File: src/tac_pkg.sv
package tac_pkg;

    // ==========================================================
    // Register map (byte addresses on the register bus)
    // ==========================================================
    localparam int unsigned TAC_AW            = 8;
    localparam int unsigned TAC_DW            = 32;
    localparam logic [7:0]  TAC_OFF_CONFIG    = 8'h00;
    localparam logic [7:0]  TAC_OFF_TARGET    = 8'h04;
    localparam logic [7:0]  TAC_OFF_DATA_CMD  = 8'h10;
    localparam logic [7:0]  TAC_OFF_CLR_ALL   = 8'h40;
    localparam logic [7:0]  TAC_OFF_CLR_ABORT = 8'h54;
    localparam logic [7:0]  TAC_OFF_ENABLE    = 8'h6c;
    localparam logic [7:0]  TAC_OFF_CAUSE     = 8'h80;
    localparam logic [7:0]  TAC_OFF_IRQ_STAT  = 8'h84;
    localparam logic [7:0]  TAC_OFF_IRQ_MASK  = 8'h88;

    // ==========================================================
    // Field positions
    // ==========================================================
    localparam int unsigned TAC_RESTART_EN_BIT = 5;
    localparam int unsigned TAC_CMD_SEL_A_BIT  = 11;
    localparam int unsigned TAC_GC_START_BIT   = 10;
    localparam int unsigned TAC_CMD_READ_BIT   = 8;
    localparam int unsigned TAC_ENABLE_BIT     = 0;
    localparam int unsigned TAC_ABORT_REQ_BIT  = 1;
    localparam int unsigned TAC_SW_ABORT_BIT   = 16;
    localparam int unsigned TAC_SLVRD_BIT      = 15;
    localparam int unsigned TAC_SLV_LOST_BIT   = 14;
    localparam int unsigned TAC_SLV_FLUSH_BIT  = 13;
    localparam int unsigned TAC_ARBITRATION_LOST_CAUSE_BIT   = 12;
    localparam int unsigned TAC_SBYTE_BIT      = 9;
    localparam int unsigned TAC_IRQ_ABORT_BIT  = 0;

    // ==========================================================
    // Widths and reset values
    // ==========================================================
    localparam int unsigned TAC_CAUSE_W = 17;
    localparam int unsigned TAC_RSVD_W  = 6;
    localparam int unsigned TAC_CNT_W   = 9;
    localparam int unsigned TAC_LVL_W   = 5;
    localparam int unsigned TAC_IRQ_W   = 1;
    localparam logic [TAC_CAUSE_W-1:0] TAC_CAUSE_RST = 17'h00000;
    localparam logic [TAC_CNT_W-1:0]   TAC_CNT_RST   = 9'h000;
    localparam logic [TAC_RSVD_W-1:0]  TAC_RSVD_VAL  = 6'h00;
    localparam logic [TAC_IRQ_W-1:0]   TAC_IRQ_RST   = 1'h0;
    localparam logic [TAC_DW-1:0]      TAC_ZERO_WORD = 32'h0000_0000;

    // ==========================================================
    // Types
    // ==========================================================
    typedef enum logic [0:0] {
        TAC_BUS_IDLE = 1'b0,
        TAC_BUS_ACK  = 1'b1
    } tac_bus_state_t;

    typedef struct packed {
        logic [TAC_AW-1:0] address;
        logic              read;
        logic              write;
        logic [TAC_DW-1:0] writedata;
    } tac_avl_req_t;

    typedef struct packed {
        logic                 master_tx;
        logic                 slave_tx;
        logic                 slave_rd_req;
        logic                 slave_read_cmd;
        logic                 master_arbitration_lost_cause;
        logic                 sbyte_attempt;
        logic [TAC_LVL_W-1:0] tx_fifo_level;
    } tac_core_ev_t;

    typedef struct packed {
        logic scl;
        logic sda;
        logic tx_bit;
    } tac_pins_t;

    typedef struct packed {
        tac_bus_state_t state;
    } tac_bus_s_t;

    typedef struct packed {
        logic scl_prev;
        logic lost;
    } tac_loss_s_t;

    typedef struct packed {
        logic                   restart_en;
        logic                   cmd_sel_a;
        logic                   gc_start;
        logic                   enable;
        logic                   abort_req;
        logic [TAC_CAUSE_W-1:0] cause;
        logic [TAC_CNT_W-1:0]   flush_cnt;
        logic                   sbyte_pend;
        logic [TAC_IRQ_W-1:0]   stat;
        logic [TAC_IRQ_W-1:0]   mask;
        logic [TAC_CAUSE_W-1:0] snap_cause;
        logic [TAC_IRQ_W-1:0]   snap_stat;
        logic [TAC_DW-1:0]      readdata;
        logic                   abort_evt;
    } tac_top_s_t;

endpackage

File: src/tac_bus_slave.sv
module tac_bus_slave (
    // Clock and reset
    input  wire logic          mclk,
    input  wire logic          rst,
    // Bus request
    input  tac_pkg::tac_avl_req_t req,
    // Handshake
    output logic               waitrequest,
    output logic               capture,
    output logic               take
);
    import tac_pkg::*;

    tac_bus_s_t s_r;
    tac_bus_s_t s_nxt;

    // ==========================================================
    // One wait state per access
    // ==========================================================
    // The wait state lets read data come from a flop without a combinational path.
    always_comb begin
        s_nxt = s_r;
        case (s_r.state)
            TAC_BUS_IDLE: begin
                if (req.read || req.write) begin
                    s_nxt.state = TAC_BUS_ACK;
                end
            end
            TAC_BUS_ACK: begin
                s_nxt.state = TAC_BUS_IDLE;
            end
            default: begin
                s_nxt.state = TAC_BUS_IDLE;
            end
        endcase
    end

    always_ff @(posedge mclk or posedge rst) begin
        if (rst) begin
            s_r.state <= TAC_BUS_IDLE;
        end else begin
            s_r <= s_nxt;
        end
    end

    assign capture     = (s_r.state == TAC_BUS_IDLE) && (req.read || req.write);
    assign waitrequest = capture;
    assign take        = (s_r.state == TAC_BUS_ACK) && (req.read || req.write);

    chk_bus_one_wait: assert property (@(posedge mclk) disable iff (rst)
        capture |=> (!waitrequest && (s_r.state == TAC_BUS_ACK)))
        else $error("bus access did not complete after one wait state");

endmodule

File: src/tac_loss_detect.sv
module tac_loss_detect (
    // Clock and reset
    input  wire logic         mclk,
    input  wire logic         rst,
    // Line sampling
    input  tac_pkg::tac_pins_t pins,
    input  wire logic         active,
    // Result
    output logic              lost
);
    import tac_pkg::*;

    tac_loss_s_t s_r;
    tac_loss_s_t s_nxt;

    // ==========================================================
    // Data line check at each rising clock line edge
    // ==========================================================
    always_comb begin
        s_nxt          = s_r;
        s_nxt.scl_prev = pins.scl;
        s_nxt.lost     = active && pins.scl && !s_r.scl_prev
                         && (pins.sda != pins.tx_bit);
    end

    // The clock line idles high, so the edge memory starts high; a low start would
    // report a false rise on the first edge after reset.
    always_ff @(posedge mclk or posedge rst) begin
        if (rst) begin
            s_r <= '{scl_prev: 1'b1, lost: 1'b0};
        end else begin
            s_r <= s_nxt;
        end
    end

    assign lost = s_r.lost;

    chk_loss_on_edge: assert property (@(posedge mclk) disable iff (rst)
        (active && pins.scl && !s_r.scl_prev && (pins.sda != pins.tx_bit)) |=> lost)
        else $error("data line mismatch at clock rise not flagged");

    chk_loss_cause_only: assert property (@(posedge mclk) disable iff (rst)
        lost |-> $past(active && pins.scl && !s_r.scl_prev && (pins.sda != pins.tx_bit)))
        else $error("loss flagged without a mismatch");

endmodule

File: src/tac_abort_capture.sv
// Contract
// Reading abort-clear or all-interrupt-clear clears all cause bits but bit 9.
// Bit 9 clears only once restart enabled or either selector bit cleared.
// Clearing bit 9 while its source persists drops it one cycle, then sets.
// Bits 31:23 count transmit commands flushed by aborts.
// Flushed-command count is zeroed whenever the controller is disabled.
// Master transmitter sets bit 16 on a software abort request.
// Bit 15 set when a read command is written while serving a slave read.
// Bit 14 set when slave transmitter loses the data line.
// Bit 12 is set together with bit 14.
// Slave loss found by comparing data line at each clock line rise.
// Bit 12 flags master arbitration loss, or slave loss with bit 14.
// Bit 13 set, abort raised, when slave read meets stale transmit data.
// Cause register reads zero after reset; writes to it are ignored.
module tac_abort_capture (
    // Clock and reset
    input  wire logic             mclk,
    input  wire logic             rst,
    // Register bus
    input  tac_pkg::tac_avl_req_t avs_req,
    output logic                  avs_waitrequest,
    output logic [31:0]           avs_readdata,
    // Controller core events
    input  tac_pkg::tac_core_ev_t core_ev,
    // Bus lines as sampled
    input  tac_pkg::tac_pins_t    line_pins,
    // Results
    output logic                  transmit_abort_event,
    output logic                  controller_enable,
    output logic                  irq
);
    import tac_pkg::*;

    tac_top_s_t s_r;
    tac_top_s_t s_nxt;

    logic                   capture;
    logic                   take;
    logic                   slv_lost;
    logic                   sbyte_src;
    logic                   clr_cause;
    logic                   clr_stat;
    logic                   data_cmd_rd;
    logic                   new_abort;
    logic [TAC_CAUSE_W-1:0] set_new;
    logic [TAC_CAUSE_W-1:0] set_all;
    logic [TAC_DW-1:0]      rd_word;

    // ==========================================================
    // Bus handshake and line checker
    // ==========================================================
    tac_bus_slave i_tac_bus_slave (
        .mclk        (mclk),
        .rst         (rst),
        .req         (avs_req),
        .waitrequest (avs_waitrequest),
        .capture     (capture),
        .take        (take)
    );

    tac_loss_detect i_tac_loss_detect (
        .mclk   (mclk),
        .rst    (rst),
        .pins   (line_pins),
        .active (core_ev.slave_tx),
        .lost   (slv_lost)
    );

    // ==========================================================
    // Event decode
    // ==========================================================
    // The start-byte fault persists while restarts are off and both selectors are on.
    assign sbyte_src = !s_r.restart_en && s_r.cmd_sel_a && s_r.gc_start;

    assign clr_cause = take && avs_req.read
                       && ((avs_req.address == TAC_OFF_CLR_ABORT)
                           || (avs_req.address == TAC_OFF_CLR_ALL));
    assign clr_stat  = take && avs_req.read
                       && ((avs_req.address == TAC_OFF_IRQ_STAT)
                           || (avs_req.address == TAC_OFF_CLR_ALL));

    assign data_cmd_rd = take && avs_req.write && (avs_req.address == TAC_OFF_DATA_CMD)
                         && avs_req.writedata[TAC_CMD_READ_BIT];

    always_comb begin
        set_new                    = '0;
        set_new[TAC_SW_ABORT_BIT]  = s_r.abort_req && core_ev.master_tx;
        set_new[TAC_SLVRD_BIT]     = data_cmd_rd && core_ev.slave_rd_req;
        set_new[TAC_SLV_LOST_BIT]  = slv_lost;
        set_new[TAC_ARBITRATION_LOST_CAUSE_BIT]  = core_ev.master_arbitration_lost_cause || slv_lost;
        set_new[TAC_SLV_FLUSH_BIT] = core_ev.slave_read_cmd
                                     && (core_ev.tx_fifo_level != '0);
        set_new[TAC_SBYTE_BIT]     = core_ev.sbyte_attempt && sbyte_src;
        set_all                    = set_new;
        set_all[TAC_SBYTE_BIT]     = set_new[TAC_SBYTE_BIT] || s_r.sbyte_pend;
    end

    // A re-asserted start-byte bit is the same fault, so it raises no new abort.
    assign new_abort = |set_new;

    // ==========================================================
    // Read data
    // ==========================================================
    always_comb begin
        rd_word = TAC_ZERO_WORD;
        if (avs_req.address == TAC_OFF_CONFIG) begin
            rd_word[TAC_RESTART_EN_BIT] = s_r.restart_en;
        end else if (avs_req.address == TAC_OFF_TARGET) begin
            rd_word[TAC_CMD_SEL_A_BIT] = s_r.cmd_sel_a;
            rd_word[TAC_GC_START_BIT]  = s_r.gc_start;
        end else if (avs_req.address == TAC_OFF_ENABLE) begin
            rd_word[TAC_ENABLE_BIT]    = s_r.enable;
            rd_word[TAC_ABORT_REQ_BIT] = s_r.abort_req;
        end else if (avs_req.address == TAC_OFF_CAUSE) begin
            rd_word = {s_r.flush_cnt, TAC_RSVD_VAL, s_r.cause};
        end else if (avs_req.address == TAC_OFF_IRQ_STAT) begin
            rd_word[TAC_IRQ_W-1:0] = s_r.stat;
        end else if (avs_req.address == TAC_OFF_IRQ_MASK) begin
            rd_word[TAC_IRQ_W-1:0] = s_r.mask;
        end else begin
            rd_word = TAC_ZERO_WORD;
        end
    end

    // ==========================================================
    // Next state
    // ==========================================================
    always_comb begin
        s_nxt           = s_r;
        s_nxt.abort_evt = new_abort;

        // Snapshot at capture so a clear only removes what software actually saw.
        if (capture) begin
            s_nxt.snap_cause = s_r.cause;
            s_nxt.snap_stat  = s_r.stat;
            if (avs_req.read) begin
                s_nxt.readdata = rd_word;
            end
        end

        // Register writes; the cause register has no write path.
        if (take && avs_req.write) begin
            if (avs_req.address == TAC_OFF_CONFIG) begin
                s_nxt.restart_en = avs_req.writedata[TAC_RESTART_EN_BIT];
            end else if (avs_req.address == TAC_OFF_TARGET) begin
                s_nxt.cmd_sel_a = avs_req.writedata[TAC_CMD_SEL_A_BIT];
                s_nxt.gc_start  = avs_req.writedata[TAC_GC_START_BIT];
            end else if (avs_req.address == TAC_OFF_ENABLE) begin
                s_nxt.enable    = avs_req.writedata[TAC_ENABLE_BIT];
                s_nxt.abort_req = avs_req.writedata[TAC_ABORT_REQ_BIT];
            end else if (avs_req.address == TAC_OFF_IRQ_MASK) begin
                s_nxt.mask = avs_req.writedata[TAC_IRQ_W-1:0];
            end
        end

        // The abort request is consumed once the master transmitter acts on it.
        if (set_new[TAC_SW_ABORT_BIT] || !s_r.enable) begin
            s_nxt.abort_req = 1'b0;
        end

        // Set wins over clear for every cause bit.
        s_nxt.cause = (s_r.cause & ~(clr_cause ? s_r.snap_cause : TAC_CAUSE_RST))
                      | set_all;
        s_nxt.sbyte_pend = clr_cause && s_r.snap_cause[TAC_SBYTE_BIT]
                           && sbyte_src;

        if (!s_r.enable) begin
            s_nxt.flush_cnt = TAC_CNT_RST;
        end else if (new_abort) begin
            s_nxt.flush_cnt = TAC_CNT_W'(s_r.flush_cnt + core_ev.tx_fifo_level);
        end

        s_nxt.stat = (s_r.stat & ~(clr_stat ? s_r.snap_stat : TAC_IRQ_RST));
        s_nxt.stat[TAC_IRQ_ABORT_BIT] = s_nxt.stat[TAC_IRQ_ABORT_BIT] || new_abort;
    end

    always_ff @(posedge mclk or posedge rst) begin
        if (rst) begin
            s_r <= '0;
        end else begin
            s_r <= s_nxt;
        end
    end

    // ==========================================================
    // Outputs
    // ==========================================================
    assign avs_readdata         = s_r.readdata;
    assign transmit_abort_event = s_r.abort_evt;
    assign controller_enable    = s_r.enable;
    assign irq                  = |(s_r.stat & s_r.mask);

    // ==========================================================
    // Checks
    // ==========================================================
    chk_clear_all_but: assert property (@(posedge mclk) disable iff (rst)
        (clr_cause && !(|set_all)) |=>
            ((s_r.cause & ~(TAC_CAUSE_W'(1) << TAC_SBYTE_BIT))
             == ($past(s_r.cause) & ~$past(s_r.snap_cause)
                 & ~(TAC_CAUSE_W'(1) << TAC_SBYTE_BIT))))
        else $error("clear-on-read left a seen cause bit set");

    chk_sbyte_blip: assert property (@(posedge mclk) disable iff (rst)
        (clr_cause && s_r.snap_cause[TAC_SBYTE_BIT] && sbyte_src && !set_new[TAC_SBYTE_BIT])
        |=> (!s_r.cause[TAC_SBYTE_BIT] ##1 s_r.cause[TAC_SBYTE_BIT]))
        else $error("start-byte cause did not blip low for one cycle");

    chk_sbyte_fixed: assert property (@(posedge mclk) disable iff (rst)
        (clr_cause && s_r.snap_cause[TAC_SBYTE_BIT] && !sbyte_src && !set_all[TAC_SBYTE_BIT])
        |=> (!s_r.cause[TAC_SBYTE_BIT] && !s_r.sbyte_pend))
        else $error("start-byte cause survived a clear after its source was removed");

    chk_count_add: assert property (@(posedge mclk) disable iff (rst)
        (s_r.enable && new_abort) |=>
            (s_r.flush_cnt == TAC_CNT_W'($past(s_r.flush_cnt) + $past(core_ev.tx_fifo_level))))
        else $error("flushed-command count not advanced by the level");

    chk_count_zero: assert property (@(posedge mclk) disable iff (rst)
        !s_r.enable |=> (s_r.flush_cnt == TAC_CNT_RST))
        else $error("flushed-command count not zeroed while disabled");

    chk_sw_abort_bit: assert property (@(posedge mclk) disable iff (rst)
        (s_r.abort_req && core_ev.master_tx) |=>
            (s_r.cause[TAC_SW_ABORT_BIT] && !s_r.abort_req && transmit_abort_event))
        else $error("software abort not recorded in bit 16");

    chk_slvrd_bit: assert property (@(posedge mclk) disable iff (rst)
        (data_cmd_rd && core_ev.slave_rd_req) |=> s_r.cause[TAC_SLVRD_BIT])
        else $error("read command during slave read not recorded in bit 15");

    chk_lost_pair: assert property (@(posedge mclk) disable iff (rst)
        slv_lost |=> (s_r.cause[TAC_SLV_LOST_BIT] && s_r.cause[TAC_ARBITRATION_LOST_CAUSE_BIT]))
        else $error("slave loss did not set bits 14 and 12 together");

    chk_master_arb: assert property (@(posedge mclk) disable iff (rst)
        core_ev.master_arbitration_lost_cause |=> s_r.cause[TAC_ARBITRATION_LOST_CAUSE_BIT])
        else $error("master arbitration loss not recorded in bit 12");

    chk_stale_flush: assert property (@(posedge mclk) disable iff (rst)
        (core_ev.slave_read_cmd && (core_ev.tx_fifo_level != '0)) |=>
            (s_r.cause[TAC_SLV_FLUSH_BIT] && transmit_abort_event))
        else $error("stale transmit data did not raise bit 13 and an abort");

    chk_no_write: assert property (@(posedge mclk) disable iff (rst)
        (take && avs_req.write && (avs_req.address == TAC_OFF_CAUSE) && !(|set_all)
         && !clr_cause) |=> (s_r.cause == $past(s_r.cause)))
        else $error("write to the cause register changed it");

    chk_irq_level: assert property (@(posedge mclk) disable iff (rst)
        new_abort |=> (irq == s_r.mask[TAC_IRQ_ABORT_BIT]))
        else $error("interrupt level does not follow the mask after an abort");

endmodule

File: config.mk
export PLATFORM = sky130hd
export DESIGN_NAME = tac_abort_capture
export DESIGN_NICKNAME = d
export VERILOG_FILES = /design/src/tac_pkg.sv /design/src/tac_bus_slave.sv /design/src/tac_loss_detect.sv /design/src/tac_abort_capture.sv
export SDC_FILE = /design/constraint.sdc
export NUM_CORES = 1
export LEC_CHECK = 0
export BUFFER_PORTS_ARGS = -buffer_cell sky130_fd_sc_hd__buf_4
export CAP_MARGIN = 20
export CORE_UTILIZATION = 57
export DETAILED_ROUTE_END_ITERATION = 10
export PLACE_DENSITY_LB_ADDON = 0.15
export SLEW_MARGIN = 20
export SYNTH_ARGS = -nofsm -noshare
export SYNTH_HDL_FRONTEND = slang
export SYNTH_SLANG_ARGS = --single-unit
File: constraint.sdc
create_clock -name mclk -period 3.4 [get_ports mclk]
set_input_delay 0.34 -clock mclk [delete_from_list [all_inputs] [get_ports mclk]]
set_output_delay 0.34 -clock mclk [all_outputs]
set_load 0.1 [all_outputs]
==> results.yml, run 1 <==
logic_synthesis:
  synth_edf_count: 0
  synthArstFlopShare: 1.000
  ys_seq_elements: 82
  avgSynthCellArea_um2: 10.67
  yosysTopAreaCellShare: 0.5336
  ys_seq_area_frac: 0.5405
  synth_ff_type: "dfrtp_1"
  netlist_instances: 356
  yosys.area.top_type: "dfrtp_1"
  syn_area_um2: 3799
  yosysUniqueCellTypes: 51
  ys_top_cells_by_area: "dfrtp_1 53%, nand2_1 8.7%, buf_4 6.3%"
  yosysWarnings: 0
drt:
  wl_um: 7666
  drc_errors: 0
  vias: 2716
  drt_iter0_drc: 183
  ant_nets: 0
  via_per_inst: 5.682
  wl_per_cell_um: 16.04
  drt-pass1-iter-count: 4
floorplanning:
  start_util: 0.5948
  num_rows: 29
  ios: 94
  die_w_um: 83.64
  die_h_um: 83.64
  placeableCoreArea_um2: 6386
  die_area_um2: 6995
finish:
  final_nets: 460
  drive_gt1_frac: 0.2494
  final_common_cell: "nand2_1"
  fin_util: 0.6808
  stdcell_count: 478
  area_delta_synth_final_pct: 14.46
  final_cell_mix: "88 x nand2_1, 81 x dfrtp_1, 68 x buf_4"
  diodes: 0
cts:
  clk_latency_ps: 360
  tritoncts: "built"
  cts_sinks: 82
  post_cts_buffers: 0
  clockBufferDepth: 2
  numCtsBuffers: 9
  clk_pin_slew_ps: 90
  clock-root-buffer: "clkbuf_8"
  cts_hold_buf: 0
  postCtsResizedCells: 0
  htreeDepth: 3
timing:
  tightest_slew_ps: 673.7
  slew_headroom: 0.5484
  finalHoldViolations: 0
  skew_ps: 10.43
  setup_viol: 0
  rsz0062_at_grt: "no"
  tns_ps: 0
  timing.final.ws_setup_ps: 1114
  period_share: 0.6722
  period_needed_ps: 2286
  slew_viol_final: 0
  fmax_mhz: 437.5
setup_path:
  reg2reg_slack_ps: 1370
  required_ps: 3060
  critPathMaxFanout: 20
  worst_setup_path_end_kind: "primary output"
  cp.arrival_ps: 1950
  crit_type: "reg -> out"
  r2r_start: "i_tac_bus_slave.s_r"
  startpoint_type: "flip-flop"
  rr_worst_depth: 6
  r2r_end: "s_r[57]"
place:
  dp_hpwl_um: 5235
  dp_slack_ps: 1311
  gp_congestion: 0.8686
  post-place-cells: 462
  port_buffers: 61
power_and_ir_drop:
  total_power_mw: 1.987
  cellPowerDensity_nw_per_um2: 457.1
  max-vdd-ir-drop_uv: 370.2
  leakagePower_nw: 2.169
global_routing:
  grt_pass1_wl_um: 13190
  grt_pass1_vias: 2695
  grt_overflow: 0
  antenna_found_initial: 0
  grtUsageTotal: 0.2423
  grt_max_degree: 34
status:
  status: "finished, final reports clean"
job:
  maxCapViolCount: 0
hold_path:
  hp-class: "in -> async"
-- where the power goes --
part	switching [mW]	total [mW]	internal, mW
Combinational	0.143	0.198	0.0549
Clock	0.366	0.786	0.420
Sequential	0.0128	1.00	0.991
-- state kept, by name, indices dropped and copies added (netlist names) --
register and flops:
controller_enable 1, avs_readdata 26, transmit_abort_event 1, i_tac_bus_slave.s_r 1, i_tac_loss_detect.s_r 1, i_tac_loss_detect.lost 1
s_r 51
-- how the worst max path moves through the flow --
stage	start	end	slack [ps]	cells past startpoint
after floorplan	rst	avs_readdata[0]	950	1
after global placement	core_ev[0]	s_r[57]	1370	7
after detailed placement	core_ev[0]	s_r[57]	1310	7
after CTS	i_tac_bus_slave.s_r	avs_waitrequest	1120	3
after global routing	i_tac_bus_slave.s_r	avs_waitrequest	980	3
final	i_tac_bus_slave.s_r	avs_waitrequest	1110	3
-- worst max-delay path, cell delays in order, from the launching register on --
cell      delay [ps]
dfrtp_1          410
o21bai_1         160
clkinv_1         550
buf_4            470
-- metal layers --
layer | up-vias | part of all wire | track usage
met4 | 0 | 0.015 | 0.09245
met5 | - | 0 | 0
met3 | 12 | 0.042 | 0.05143
li1 | 1269 | - | -
met1 | 1360 | 0.47 | 0.3435
met2 | 75 | 0.48 | 0.3695
-- layout make-up --
type / instances / area [um2]
Fill cell: 490 / 2038
Tap cell: 77 / 96.34
Sequential cell: 82 / 2053
Clock buffer: 9 / 123.9
Inverter: 6 / 23.77
Timing Repair Buffer: 68 / 510.5
Clock inverter: 7 / 100.1
Multi-Input combinational cell: 229 / 1440
-- Yosys cell counts (4+ instances only) --
cell type  number
nor2_1          5
ha_1            5
a22o_1         22
a21boi_0       17
nor3_1          7
clkbuf_1        9
nand3_1         4
nand2_1        88
inv_1           4
dfrtp_1        81
o21ai_0         6
mux2i_1         6
mux2_2          5
a21o_1          6
nand2b_1        8
buf_4          32
-- kinds of logic after synthesis --
| logic type | synth area share |
|---|---|
| fa+ha+maj | 0.02174 |
| mux | 0.03063 |
| compound gates | 0.1406 |
| other cells | 0.0009872 |
| simple gates | 0.1733 |
| flops | 0.5405 |
| buf+inv | 0.08530 |
| xor+xnor | 0.006918 |
-- metrics by stage --
stage / area, um2 / hold WS (ps)
after floorplan: 3817 / 344.5
after global placement: 4124 / 414.2
after detailed placement: 4124 / 415.6
after CTS: 4348 / 19.46
after global routing: 4348 / 49.11
final: 4348 / 9.911
(Power assumes the default switching activity.)
==> run 2: changes to the inputs <==
- CORE_UTILIZATION: 57 -> 48
- clock period: 3.4 -> 1.87 ns (I/O delays scaled with it)
==> run 2 against run 1 <==
- total power is 72% higher
- worst hold slack better by 24 ps
- count of clock-buffer cells in the layout up 1
- worst setup slack worse by 1000 ps
- highest routed layer unchanged
==> results.yml, run 2 (synthesized netlist as in run 1, its figures left out) <==
hold_path:
  hp-class: "in -> reg"
  hold_start: "core_ev[6]"
  holdPathStages: 2
  hold_end: "s_r[75]"
drt:
  drt-pass1-iter-count: 4
  wl_um: 7850
  wl_per_cell_um: 15.01
  ant_nets: 0
  via_per_inst: 5.275
  vias: 2759
  drc_errors: 0
  drt_iter0_drc: 124
power_and_ir_drop:
  max-vdd-ir-drop_uv: 415.9
  cellPowerDensity_nw_per_um2: 754.2
  leakagePower_nw: 2.243
  total_power_mw: 3.427
cts:
  htreeDepth: 3
  numCtsBuffers: 9
  clk_pin_slew_ps: 90
  clockBufferDepth: 2
  clock-root-buffer: "clkbuf_8"
  tritoncts: "built"
  cts_sinks: 82
  clk_latency_ps: 350
timing:
  slew_headroom: 0.5896
  tightest_slew_ps: 610.1
  tns_ps: 0
  skew_ps: 10.30
  setup_viol: 0
  finalHoldViolations: 0
  slew_viol_final: 0
  period_needed_ps: 1777
  period_share: 0.9500
  rsz0062_at_grt: "yes"
  fmax_mhz: 562.9
finish:
  largest_register_ffs: 51
  drive_gt1_frac: 0.2969
  final_common_cell: "nand2_1"
  area_delta_synth_final_pct: 19.60
  final_nets: 480
  final_cell_mix: "88 x nand2_1, 85 x buf_4, 81 x dfrtp_1"
  top_register: "s_r"
  stdcell_count: 523
  fillers: 685
  diodes: 0
floorplanning:
  placeableCoreArea_um2: 7687
  die_h_um: 90.96
  start_util: 0.4941
  die_area_um2: 8274
  die_w_um: 90.96
  ios: 94
  num_rows: 32
setup_path:
  worst_setup_path_end_kind: "flip-flop"
  rr_worst_depth: 8
  r2r_end: "s_r[60]"
  reg2reg_slack_ps: 90
  startpoint_type: "flip-flop"
  required_ps: 2140
  cp.arrival_ps: 2050
  r2r_start: "s_r[54]"
  critPathMaxFanout: 2
  crit_type: "reg -> reg"
place:
  dp_hpwl_um: 5307
  post-place-cells: 503
  gp_congestion: 0.8288
  port_buffers: 61
global_routing:
  grt_overflow: 0
  grt_pass1_vias: 2648
  grtUsageTotal: 0.2040
  grt_pass1_wl_um: 13120
  grt_max_degree: 83
  antenna_found_initial: 0
job:
  maxCapViolCount: 0
status:
  status: "finished, final reports clean"
[run 2: worst max path at each step]
stage / cells after the start / end / start / slack, ps
after detailed placement: 7 / s_r[57] / core_ev[0] / 30
after global placement: 7 / avs_readdata[10] / avs_req[39] / 40
after global routing: 8 / s_r[60] / s_r[54] / -40
final: 8 / s_r[60] / s_r[54] / 90
after CTS: 8 / s_r[62] / s_r[54] / 10
after floorplan: 5 / s_r[33] / i_tac_bus_slave.s_r / 70
[run 2: per-layer routing]
metal	GRT usage	vias up	routed length, um
li1	-	1313	-
met1	0.3027	1361	3843
met2	0.3062	75	3521
met3	0.03099	10	377
met4	0.07143	0	108
met5	0	-	0
[run 2: area by class of cell]
type / count / area, um2 / area share
well taps: 102 / 127.6 / 0.02809
clock inverters: 6 / 48.80 / 0.01074
flip-flops and latches: 82 / 2053 / 0.4519
multi-input cells: 229 / 1471 / 0.3239
clock buffers: 10 / 137.6 / 0.03029
repair buffers: 88 / 678.2 / 0.1493
inverters: 6 / 26.28 / 0.005784
[run 2: report_power, final]
group	total [mW]	leakage, nW	switching (mW)	internal (mW)
clock network	1.21	0.0855	0.677	0.530
logic	0.398	1.05	0.271	0.128
registers	1.82	1.10	0.0188	1.80
[run 2: critical path, stage by stage, from the launching register on]
cell and delay [ps]:
dfrtp_1 360, ha_2 170, inv_1 50, fa_2 340, nor2b_2 140, o31a_1 180
nor2_2 60, nor3b_2 190, mux2i_1 200
[run 2: metrics by stage]
| stage | instance area (um2) | utilization | worst slack, ps | hold slack [ps] |
|---|---|---|---|---|
| floorplan | 3822 | - | 72.90 | 191.5 |
| global route | 4543 | 0.5910 | -36.18 | 29.79 |
| finish | 4543 | 0.5910 | 93.49 | 33.61 |
| CTS | 4497 | 0.5850 | 11.53 | 27.10 |
| detailed placement | 4290 | 0.5581 | 31.41 | 305.4 |
| global placement | 4290 | 0.5581 | 44.78 | 304.1 |
[run 2: timing repair]
action | in CTS | in global routing
endpoints found under the setup margin | 0 | 4
gates resized for setup | 0 | 8
hold endpoints to repair | 82 | 0
hold buffers | 2 | 0
buffers inserted | 0 | 2
